$ cat config.mk
export PLATFORM = sky130hd
export DESIGN_NAME = tmpe_tx_ctrl
export DESIGN_NICKNAME = d
export VERILOG_FILES = /design/src/core/tmpe_drive_mon.v /design/src/core/tmpe_tx_ctrl.v
export VERILOG_INCLUDE_DIRS = /design/src /design/src/core
export SDC_FILE = /design/constraint.sdc
export NUM_CORES = 1
export LEC_CHECK = 0
export BUFFER_PORTS_ARGS = -buffer_cell sky130_fd_sc_hd__buf_2
export CAP_MARGIN = 20
export CORE_MARGIN = 3
export CORE_UTILIZATION = 55
export DETAILED_ROUTE_END_ITERATION = 10
export PLACE_DENSITY = 0.77
export SYNTH_ARGS = -nofsm -noshare
export SYNTH_HDL_FRONTEND = slang
export SYNTH_HIERARCHICAL = 1
export SYNTH_SLANG_ARGS = --single-unit
$ cat constraint.sdc
create_clock -name clk_i -period 3.49 [get_ports clk_i]
set_clock_uncertainty 0.05 [all_clocks]
set_input_delay 0.698 -clock clk_i [delete_from_list [all_inputs] [get_ports clk_i]]
set_output_delay 0.698 -clock clk_i [all_outputs]
set_load 0.1 [all_outputs]
$ cat src/core/tmpe_defines.vh
`ifndef TMPE_DEFINES_VH
`define TMPE_DEFINES_VH

// ==========================================================
// channel count and channel register pages
// ==========================================================
`define TMPE_NCH            12
`define TMPE_CTRL_LOW       4'h4
`define TMPE_PAGE_LO_MAX    4'h5
`define TMPE_PAGE_HI_MIN    4'h8
`define TMPE_PAGE_HI_MAX    4'hD
`define TMPE_PAGE_HI_GAP    4'h2

// ==========================================================
// transmit control register fields and reset values
// ==========================================================
`define TMPE_BIT_MON_SEL    5
`define TMPE_BIT_ERR_INS    4
`define TMPE_CTRL_RST       12'h000

// ==========================================================
// interrupt and alarm registers
// ==========================================================
`define TMPE_ADR_IRQ_STAT   8'hF0
`define TMPE_ADR_IRQ_MASK   8'hF4
`define TMPE_ADR_ALARM      8'hF8
`define TMPE_MASK_RST       12'h000

// ==========================================================
// drive monitor timing, in transmit bit periods
// ==========================================================
`define TMPE_DMO_PERIODS    8'h80

`endif

$ cat src/core/tmpe_drive_mon.v
`timescale 1ns/100ps
`default_nettype none

module tmpe_drive_mon (
    // clock and reset
    input  wire       clk_i,
    input  wire       rst_i,
    // control
    input  wire       int_sel_i,
    input  wire       bit_en_i,
    // line pads and external monitor pins
    input  wire       pad_p_i,
    input  wire       pad_n_i,
    input  wire       mon_p_i,
    input  wire       mon_n_i,
    // alarm
    output reg        alarm_o
);

`include "tmpe_defines.vh"

// ==========================================================
// three-stage synchronisers with agreement filter
// ==========================================================
reg  [3:0] sa_r;
reg  [3:0] sb_r;
reg  [3:0] sc_r;
reg  [3:0] filt_r;
reg        seen_r;
reg  [7:0] cnt_r;
wire       pulse;
wire       active;

always @(posedge clk_i) begin
    if (rst_i) begin
        sa_r   <= 4'h0;
        sb_r   <= 4'h0;
        sc_r   <= 4'h0;
        filt_r <= 4'h0;
    end else begin
        sa_r   <= {mon_n_i, mon_p_i, pad_n_i, pad_p_i};
        sb_r   <= sa_r;
        sc_r   <= sb_r;
        // a level change is accepted only when stages two and three agree
        filt_r <= (sb_r & sc_r) | (filt_r & (sb_r | sc_r));
    end
end

// ==========================================================
// bipolar activity and empty-period count
// ==========================================================
assign pulse  = int_sel_i ? (filt_r[0] | filt_r[1])
                          : (filt_r[2] | filt_r[3]);
assign active = seen_r | pulse;

always @(posedge clk_i) begin
    if (rst_i) begin
        seen_r  <= 1'b0;
        cnt_r   <= 8'h00;
        alarm_o <= 1'b0;
    end else if (bit_en_i) begin
        seen_r <= 1'b0;
        if (active) begin
            cnt_r   <= 8'h00;
            alarm_o <= 1'b0;
        end else if (cnt_r != `TMPE_DMO_PERIODS) begin
            cnt_r <= cnt_r + 8'h01;
            if (cnt_r == `TMPE_DMO_PERIODS - 8'h01)
                alarm_o <= 1'b1;
        end
    end else begin
        seen_r <= active;
    end
end

endmodule // tmpe_drive_mon

`default_nettype wire

$ cat src/core/tmpe_tx_ctrl.v
// The Wishbone interface to the registers and the register addresses are this design's own decisions.
`timescale 1ns/100ps
`default_nettype none

module tmpe_tx_ctrl (
    // clock and reset
    input  wire        clk_i,
    input  wire        rst_i,
    // wishbone slave
    input  wire        wb_cyc_i,
    input  wire        wb_stb_i,
    input  wire        wb_we_i,
    input  wire [7:0]  wb_adr_i,
    input  wire [3:0]  wb_sel_i,
    input  wire [31:0] wb_dat_i,
    output reg  [31:0] wb_dat_o,
    output reg         wb_ack_o,
    // line output pads and external monitor pins, one bit per channel
    input  wire [11:0] line_out_positive_pad_i,
    input  wire [11:0] line_out_negative_pad_i,
    input  wire [11:0] monitor_in_positive_i,
    input  wire [11:0] monitor_in_negative_i,
    // transmit bit-period enables, one-cycle pulses on clk_i
    input  wire [11:0] tx_bit_en_i,
    // prbs enables from the prbs generator and receiver
    input  wire [11:0] prbs_gen_en_i,
    input  wire [11:0] prbs_rx_en_i,
    // results
    output wire [11:0] drive_monitor_alarm_o,
    output reg  [11:0] prbs_err_insert_o,
    output reg  [11:0] monitor_internal_o,
    output reg         irq_o
);

`include "tmpe_defines.vh"

// ==========================================================
// state
// ==========================================================
reg  [11:0] err_ins_r;
reg  [11:0] err_ins_prev_r;
reg  [11:0] alarm_prev_r;
reg  [11:0] irq_stat_r;
reg  [11:0] irq_mask_r;
reg  [11:0] irq_stat_nxt;
reg  [31:0] rd_nxt;
reg         ch_hit;
reg  [3:0]  ch_idx;
wire [11:0] alarm_w;
wire [11:0] alarm_rise;
wire [3:0]  page;
wire        acc;
wire        wr;
wire        rd;

// ==========================================================
// bus decode
// ==========================================================
// one access per request: ack is high for one cycle, then the
// request must drop, so acc never fires twice for one transfer
// only byte lane 0 reaches a control register and lanes 0-1 the
// interrupt mask; the upper data bits and sel[3:2] are not wired
// to any storage, so wider writes are harmless
assign acc  = wb_cyc_i & wb_stb_i & ~wb_ack_o;
assign wr   = acc & wb_we_i;
assign rd   = acc & ~wb_we_i;
assign page = wb_adr_i[7:4];

// channel pages 0-5 map to channels 0-5, pages 8-D to channels 6-11
always @* begin
    ch_hit = 1'b0;
    ch_idx = 4'h0;
    if (wb_adr_i[3:0] == `TMPE_CTRL_LOW) begin
        if (page <= `TMPE_PAGE_LO_MAX) begin
            ch_hit = 1'b1;
            ch_idx = page;
        end else if (page >= `TMPE_PAGE_HI_MIN && page <= `TMPE_PAGE_HI_MAX) begin
            ch_hit = 1'b1;
            ch_idx = page - `TMPE_PAGE_HI_GAP;
        end
    end
end

// ==========================================================
// read mux
// ==========================================================
always @* begin
    rd_nxt = 32'h0000_0000;
    if (ch_hit) begin
        // only the monitor select and insert bits live here; the
        // reserved bits and the low bits read as zero
        rd_nxt[`TMPE_BIT_MON_SEL] = monitor_internal_o[ch_idx];
        rd_nxt[`TMPE_BIT_ERR_INS] = err_ins_r[ch_idx];
    end else begin
        case (wb_adr_i)
            `TMPE_ADR_IRQ_STAT: rd_nxt[11:0] = irq_stat_r;
            `TMPE_ADR_IRQ_MASK: rd_nxt[11:0] = irq_mask_r;
            `TMPE_ADR_ALARM:    rd_nxt[11:0] = alarm_w;
            default:            rd_nxt       = 32'h0000_0000;
        endcase
    end
end

// ==========================================================
// bus answer
// ==========================================================
always @(posedge clk_i) begin
    if (rst_i) begin
        wb_ack_o <= 1'b0;
        wb_dat_o <= 32'h0000_0000;
    end else begin
        // unmapped addresses are acknowledged with zero data
        wb_ack_o <= acc;
        if (rd)
            wb_dat_o <= rd_nxt;
        else
            wb_dat_o <= 32'h0000_0000;
    end
end

// ==========================================================
// transmit control registers
// ==========================================================
// a write with sel[0] low leaves the channel untouched; the low
// bits 2..0 belong to another block and are neither stored nor
// driven here
always @(posedge clk_i) begin
    if (rst_i) begin
        monitor_internal_o <= `TMPE_CTRL_RST;
        err_ins_r          <= `TMPE_CTRL_RST;
    end else if (wr && ch_hit && wb_sel_i[0]) begin
        // writes to bits 7, 6, 3 are dropped
        monitor_internal_o[ch_idx] <= wb_dat_i[`TMPE_BIT_MON_SEL];
        // the insert bit is kept as written; it never self-clears
        err_ins_r[ch_idx]          <= wb_dat_i[`TMPE_BIT_ERR_INS];
    end
end

// ==========================================================
// prbs error insertion
// ==========================================================
// the edge is taken on the stored bit, so a second write of one
// while the bit is already one requests nothing
// the gate is sampled with the edge, not held pending: enabling the
// generator later does not release a refused request, which keeps
// the pulse count equal to the number of accepted commands
always @(posedge clk_i) begin
    if (rst_i) begin
        err_ins_prev_r    <= 12'h000;
        prbs_err_insert_o <= 12'h000;
    end else begin
        err_ins_prev_r    <= err_ins_r;
        prbs_err_insert_o <= err_ins_r & ~err_ins_prev_r
                             & prbs_gen_en_i & prbs_rx_en_i;
    end
end

// ==========================================================
// drive monitors, one per channel
// ==========================================================
// each monitor owns its synchronisers, so a pad that floats on an
// unused channel can only raise that channel's alarm
genvar g;
generate
    for (g = 0; g < `TMPE_NCH; g = g + 1) begin : g_mon
        tmpe_drive_mon u_mon (
            .clk_i     (clk_i),
            .rst_i     (rst_i),
            .int_sel_i (monitor_internal_o[g]),
            .bit_en_i  (tx_bit_en_i[g]),
            .pad_p_i   (line_out_positive_pad_i[g]),
            .pad_n_i   (line_out_negative_pad_i[g]),
            .mon_p_i   (monitor_in_positive_i[g]),
            .mon_n_i   (monitor_in_negative_i[g]),
            .alarm_o   (alarm_w[g])
        );
    end
endgenerate

assign drive_monitor_alarm_o = alarm_w;

// ==========================================================
// interrupts: alarm declarations are sticky events
// ==========================================================
assign alarm_rise = alarm_w & ~alarm_prev_r;

always @* begin
    irq_stat_nxt = irq_stat_r;
    if (rd && !ch_hit && wb_adr_i == `TMPE_ADR_IRQ_STAT)
        irq_stat_nxt = 12'h000;
    // a new event in the clearing cycle survives
    irq_stat_nxt = irq_stat_nxt | alarm_rise;
end

always @(posedge clk_i) begin
    if (rst_i) begin
        alarm_prev_r <= 12'h000;
        irq_stat_r   <= 12'h000;
        irq_mask_r   <= `TMPE_MASK_RST;
        irq_o        <= 1'b0;
    end else begin
        alarm_prev_r <= alarm_w;
        irq_stat_r   <= irq_stat_nxt;
        if (wr && !ch_hit && wb_adr_i == `TMPE_ADR_IRQ_MASK) begin
            if (wb_sel_i[0])
                irq_mask_r[7:0]  <= wb_dat_i[7:0];
            if (wb_sel_i[1])
                irq_mask_r[11:8] <= wb_dat_i[11:8];
        end
        // built from the next status so the line drops in the same
        // cycle that a clearing read takes effect
        irq_o <= |(irq_stat_nxt & irq_mask_r);
    end
end

endmodule // tmpe_tx_ctrl

`default_nettype wire

Word-level counts from Yosys, hierarchy flattened:

Cells that the tools add are included.

* word-level logic and storage cells: 404
* output and inout port bits: 70
* flip-flop bits (word level): 430

* bitwise gates (word level): 99
* add/subtract/negate cells: 13
* reduce and logical (&&, ||, !) cells: 74
* muxes and demuxes: 89
* order comparisons: 5
* equality and inequality tests: 28

Operators with widths (number)
* 8-bit two-way mux: 24
* 8-bit by 1-bit adder with 8-bit output (second input constant): 12
* 4-bit AND: 24
* 8-bit by 7-bit == test with 1-bit output (second input constant): 12
* 8-bit != test (second input constant): 12
* 4-bit OR: 24
* 12-bit AND: 5
* 1-bit two-way mux: 54
* 2-bit nonzero test: 24
* 1-bit OR: 36
* 12-bit case mux with 3 select lines: 1
* 3-bit AND reduction: 12
* 2-bit AND reduction: 14
* 2-bit OR reduction: 13
* 12-bit bitwise mux: 2
* 8-bit == test (second input constant): 3
* 12-bit inverter: 2
* 12-bit two-way mux: 1
* 4-bit two-way mux: 3
* 12-bit OR: 1
* 12-bit OR reduction: 1
* 1-bit binary-select mux with 4-bit select: 2
* 1-bit logical AND: 8
* 4-bit by 5-bit < comparator with 1-bit output (second input constant): 1
* other kinds (12): 17

Depth between registers and ports, before layout:

* word-level depth: 12
* gate-level depth with buffers: 9
* depth with buffers taken out: 8

Hierarchy:

The synthesis kept the hierarchy.

By module, submodules not included
* tmpe_drive_mon (g_mon[0].u_mon ...): cells an instance 110, times used 11, area each 1016.0 µm²
* tmpe_tx_ctrl: cells an instance 446, times used 1, area each 4157.7 µm²
* tmpe_drive_mon (g_mon[4].u_mon): cells an instance 106, times used 1, area each 1028.5 µm²

Least setup slack after synthesis:

OpenSTA, ideal clock, no wires.

* path type: input port to flip-flop
* start: input wb_adr_i[5]
* end: register monitor_internal_o[7]
* data required time: 3.312 ns
* arrival: 2.401 ns
* path buffers: 1
* path slack: 0.912 ns
* cell stages on the path: 9
* path through: buf_2 -> inv_1 -> ha_1 -> nand3b_1 -> a221oi_4 -> nand2_1 -> nor3_2 -> mux2i_1 -> nor2_1

* longest elaborated chain between the ends: 10

Ends and longest elaborated chain
* start: declaration: RTL line tmpe_tx_ctrl.v:13 `input wire [7:0] wb_adr_i,`
* 4-bit >= comparator (no source line) or 4-bit <= comparator (tied branches)
* 1-bit logical AND (no source line)
* 4-bit two-way mux: RTL line tmpe_tx_ctrl.v:77 `` end else if (page >= `TMPE_PAGE_HI_MIN && page <= `TMPE_PAGE_HI_MAX) begin ``
* 4-bit two-way mux: RTL line tmpe_tx_ctrl.v:74 `` if (page <= `TMPE_PAGE_LO_MAX) begin ``
* 4-bit two-way mux: RTL line tmpe_tx_ctrl.v:73 `` if (wb_adr_i[3:0] == `TMPE_CTRL_LOW) begin ``
* 4-bit by 5-bit < comparator with 1-bit output or 4-bit by 1-bit >= comparator with 1-bit output (tied branches): RTL line tmpe_tx_ctrl.v:133 `` monitor_internal_o[ch_idx] <= wb_dat_i[`TMPE_BIT_MON_SEL]; ``
* 1-bit logical AND: RTL line tmpe_tx_ctrl.v:133
* 1-bit two-way mux: RTL line tmpe_tx_ctrl.v:133
* 1-bit demux with 4-bit select: RTL line tmpe_tx_ctrl.v:133
* 12-bit bitwise mux: RTL line tmpe_tx_ctrl.v:133
* end signal: assignment: RTL line tmpe_tx_ctrl.v:129 `` monitor_internal_o <= `TMPE_CTRL_RST; ``
* end signal: indexed assignment: RTL line tmpe_tx_ctrl.v:133
* end: declaration: RTL line tmpe_tx_ctrl.v:31 `output reg [11:0] monitor_internal_o,`

Several ways; a longest one is shown, not always the timed one.
A chain may end at the register's enable or synchronous reset.

Final worst setup path:

* start: input wb_adr_i[5]
* end: register irq_o

* longest elaborated chain between the ends: 12

Ends and longest elaborated chain
* 4-bit >= comparator (no source line) or 4-bit <= comparator (tied branches)
* 1-bit logical AND (no source line)
* 1-bit two-way mux: RTL line tmpe_tx_ctrl.v:77
* 1-bit two-way mux: RTL line tmpe_tx_ctrl.v:74
* 1-bit two-way mux: RTL line tmpe_tx_ctrl.v:73
* 1-bit logical NOT: RTL line tmpe_tx_ctrl.v:189 `` if (rd && !ch_hit && wb_adr_i == `TMPE_ADR_IRQ_STAT) ``
* 1-bit logical AND: RTL line tmpe_tx_ctrl.v:189
* 1-bit logical AND (no source line) (*)
* 12-bit two-way mux (*): RTL line tmpe_tx_ctrl.v:189
* 12-bit OR (*): RTL line tmpe_tx_ctrl.v:192 `irq_stat_nxt = irq_stat_nxt | alarm_rise;`
* 12-bit AND (*): RTL line tmpe_tx_ctrl.v:212 `irq_o <= |(irq_stat_nxt & irq_mask_r);`
* 12-bit OR reduction (*): RTL line tmpe_tx_ctrl.v:212
* end signal: assignment: RTL line tmpe_tx_ctrl.v:212
* end: declaration: RTL line tmpe_tx_ctrl.v:32 `output reg irq_o`

Mark *: on every way between the ends. The rest lies on a longest branch, timed or not.

==> results.ini <==
[critical_path]
reg2regPathDepth = 5
worstSetupPathType = in2reg
path_cells = buf_2 > nand2_1 > nor4_2 > nand3_1 > a21oi_1 > o22ai_1 > o31a_1
reg2reg_to = irq_mask_r[6]$_SDFFE_PP0P_
cpMaxStageDelayCell = nand3_1
reg2reg_from = wb_ack_o$_SDFF_PP0_
start_kind = input pin
crit_fanout = 13
end_kind = register
max_stage_delay_ns = 0.50
crit_family = simple AND/OR/NAND/NOR gates
worst_ep_arrival_time_ns = 2.80
reg2reg_slack_ns = 1.30
worst-path-buf-inv = 1
critPathRequiredTime_ns = 3.86

[placed_design]
hpwl_um = 24800
dpl_worst_slack_ns = 0.553
place_inst = 2245
port_buffers = 160
finalWeightedCongestion = 0.905

[clock_network]
clk_pin_slew_worst_paths_ns = 0.06
worst_skew_pair.late_latency_ns = 0.53
clock-sinks = 410
clockBufferDepth = 3
cts_tree = done
htree_levels = 2
cts_hold_buffers = 0
post_cts_resize_count = 0
root_buffer = clkbuf_16
post_cts_buffers = 0
cts-buffers-inserted = 42

[die]
die-width_um = 178
die_area_um2 = 31900
fp.coreArea_um2 = 29000
start_util = 0.564
io_pins = 203
dieHeight_um = 178
num_rows = 62

[sta]
period_needed_ns = 2.44
hold_ws_ns = 0.323
fmax_mhz = 410
finalWorstSetupSlack_ns = 1.05
fin_crit_sh = 0.699
worst_pin_slew_ns = 0.694
rsz0062_at_grt = no
hold_viol_final = 0
relSlewSlack = 0.538
tns_ns = 0
slew_viol_final = 0
setup_viol = 0

[worst_hold_path]
hp-class = in2reg
whs_endpoint = g_mon[7].u_mon/sa_r[1]$_SDFF_PP0_
hp-start = line_out_negative_pad_i[7]
hold_depth = 2

[drt]
detail_route.wl_per_cell_um = 15.4
drc_errors = 0
finalWirelength_um = 35900
via_per_inst = 5.62
via_count = 13100
ant_nets = 0
drt_iter0_markers = 911
drt_first_pass_iters = 8

[synth]
ys_types = 62
yosysWarnings = 6
ys_async_sr_fraction = 0
synth_seq_area_share = 0.502
synthFlopType = dfxtp_1
syn_area_um2 = 16400
synth-edff-count = 0
avgSynthCellArea_um2 = 9.29
ys_ff_latch = 410
synthCells = 1762

[global_route]
overflow = 0
grt.total_usage = 0.223
grt_first_pass_wirelength_um = 59600
grt_max_degree = 108
grt_pass1_vias = 12600
antenna_found_initial = 8

[power_and_ir_drop]
p_comb_frac = 0.053
p_sw_mw = 2.19
internal_power_mw = 7.81
ir_drop_mv = 0.407
switching_share = 0.219
power_leakage_nw = 7.38
pwr-share-clk = 0.464
p_seq_frac = 0.483
p_per_area_nw_per_um2 = 530

[cells_and_area]
final_common_cell = dfxtp_1
post-route-util = 0.650
layout-drive-gt1-share = 0.152
area_growth_pct = 15.3
instances_no_fill = 2326
nets = 2063
final_cell_mix = dfxtp_1, nor2b_1, buf_2

[status]
outcome = completed

[flow_run]
cap_violations = 0

-- worst max-delay path by stage --
stage / from / end / depth (start not counted)
after floorplan: wb_adr_i[5] / monitor_internal_o[7]$_SDFFE_PP0P_ / 9
after global placement: wb_adr_i[5] / irq_o$_SDFF_PP0_ / 7
after detailed placement: wb_adr_i[5] / irq_o$_SDFF_PP0_ / 7
after CTS: wb_adr_i[5] / irq_o$_SDFF_PP0_ / 7
after global routing: wb_adr_i[5] / irq_o$_SDFF_PP0_ / 7
final: wb_adr_i[5] / irq_o$_SDFF_PP0_ / 7
-- flip-flops by register name, summed over array words and instances, names as in the netlist, 12 cells and up --
register,count
alarm_prev_r,12
err_ins_prev_r,12
err_ins_r,12
g_mon.u_mon/alarm_o,12
g_mon.u_mon/cnt_r,96
g_mon.u_mon/filt_r,48
g_mon.u_mon/sa_r,48
g_mon.u_mon/sb_r,48
g_mon.u_mon/sc_r,48
g_mon.u_mon/seen_r,12
irq_mask_r,12
irq_stat_r,12
monitor_internal_o,12
prbs_err_insert_o,12
wb_dat_o,12
-- power groups by stage --
| stage | Sequential (mW) | Clock [mW] | Combinational [mW] |
|---|---|---|---|
| floorplan | 4.92 | 0 | 0.403 |
| global placement | 4.93 | 0 | 0.510 |
| detailed placement | 4.93 | 0 | 0.526 |
| CTS | 4.83 | 4.74 | 0.529 |
| global route | 4.84 | 4.93 | 0.584 |
| finish | 4.83 | 4.64 | 0.529 |
-- per-layer routing --
metal | GRT usage | part of all wire | vias up
met2 | 0.378 | 0.48 | 311
met3 | 0.0490 | 0.059 | 72
li1 | - | - | 6529
met1 | 0.282 | 0.43 | 6160
met4 | 0.0763 | 0.032 | 8
met5 | 0 | 0.0016 | -
-- final cells by class --
type / instances / area, µm²
repair buffers: 172 / 913
fillers: 2385 / 10100
clock buffers: 60 / 1280
inverters: 54 / 203
clock inverters: 15 / 194
diodes: 6 / 15.0
well taps: 384 / 480
flip-flops and latches: 410 / 8210
multi-input cells: 1225 / 7570
-- logic make-up (layout without fill, tap and decap cells) --
family | Yosys count | after routing | share of synthesized area
xor+xnor | 2 | 2 | 0.00222
mux | 48 | 48 | 0.0294
compound gates | 385 | 385 | 0.150
fa+ha+maj | 25 | 25 | 0.0191
buf+inv | 146 | 301 | 0.0398
simple gates | 745 | 745 | 0.258
flops | 410 | 410 | 0.502
other cells | 1 | 26 | 0.000229
-- synthesized netlist by cell type (48+ instances only) --
master | n | share of area
dfxtp_1 | 410 | 0.50
nand3_1 | 57 | 0.017
a32o_1 | 49 | 0.030
nor2_1 | 137 | 0.031
mux2i_1 | 48 | 0.029
o21ai_1 | 55 | 0.017
a21oi_1 | 113 | 0.035
nor2b_1 | 183 | 0.070
clkbuf_1 | 62 | 0.014
o21ai_0 | 72 | 0.022
inv_1 | 54 | 0.012
nand2_1 | 135 | 0.031
-- per-stage QoR --
step / area [µm²] / power (mW)
4_1_cts: 18900 / 10.1
6_report: 18900 / 10.0
3_3_place_gp: 17400 / 5.44
3_5_place_dp: 17400 / 5.46
2_1_floorplan: 16400 / 5.32
5_1_grt: 18900 / 10.4
No activity file was read; power rests on OpenSTA's default activity.
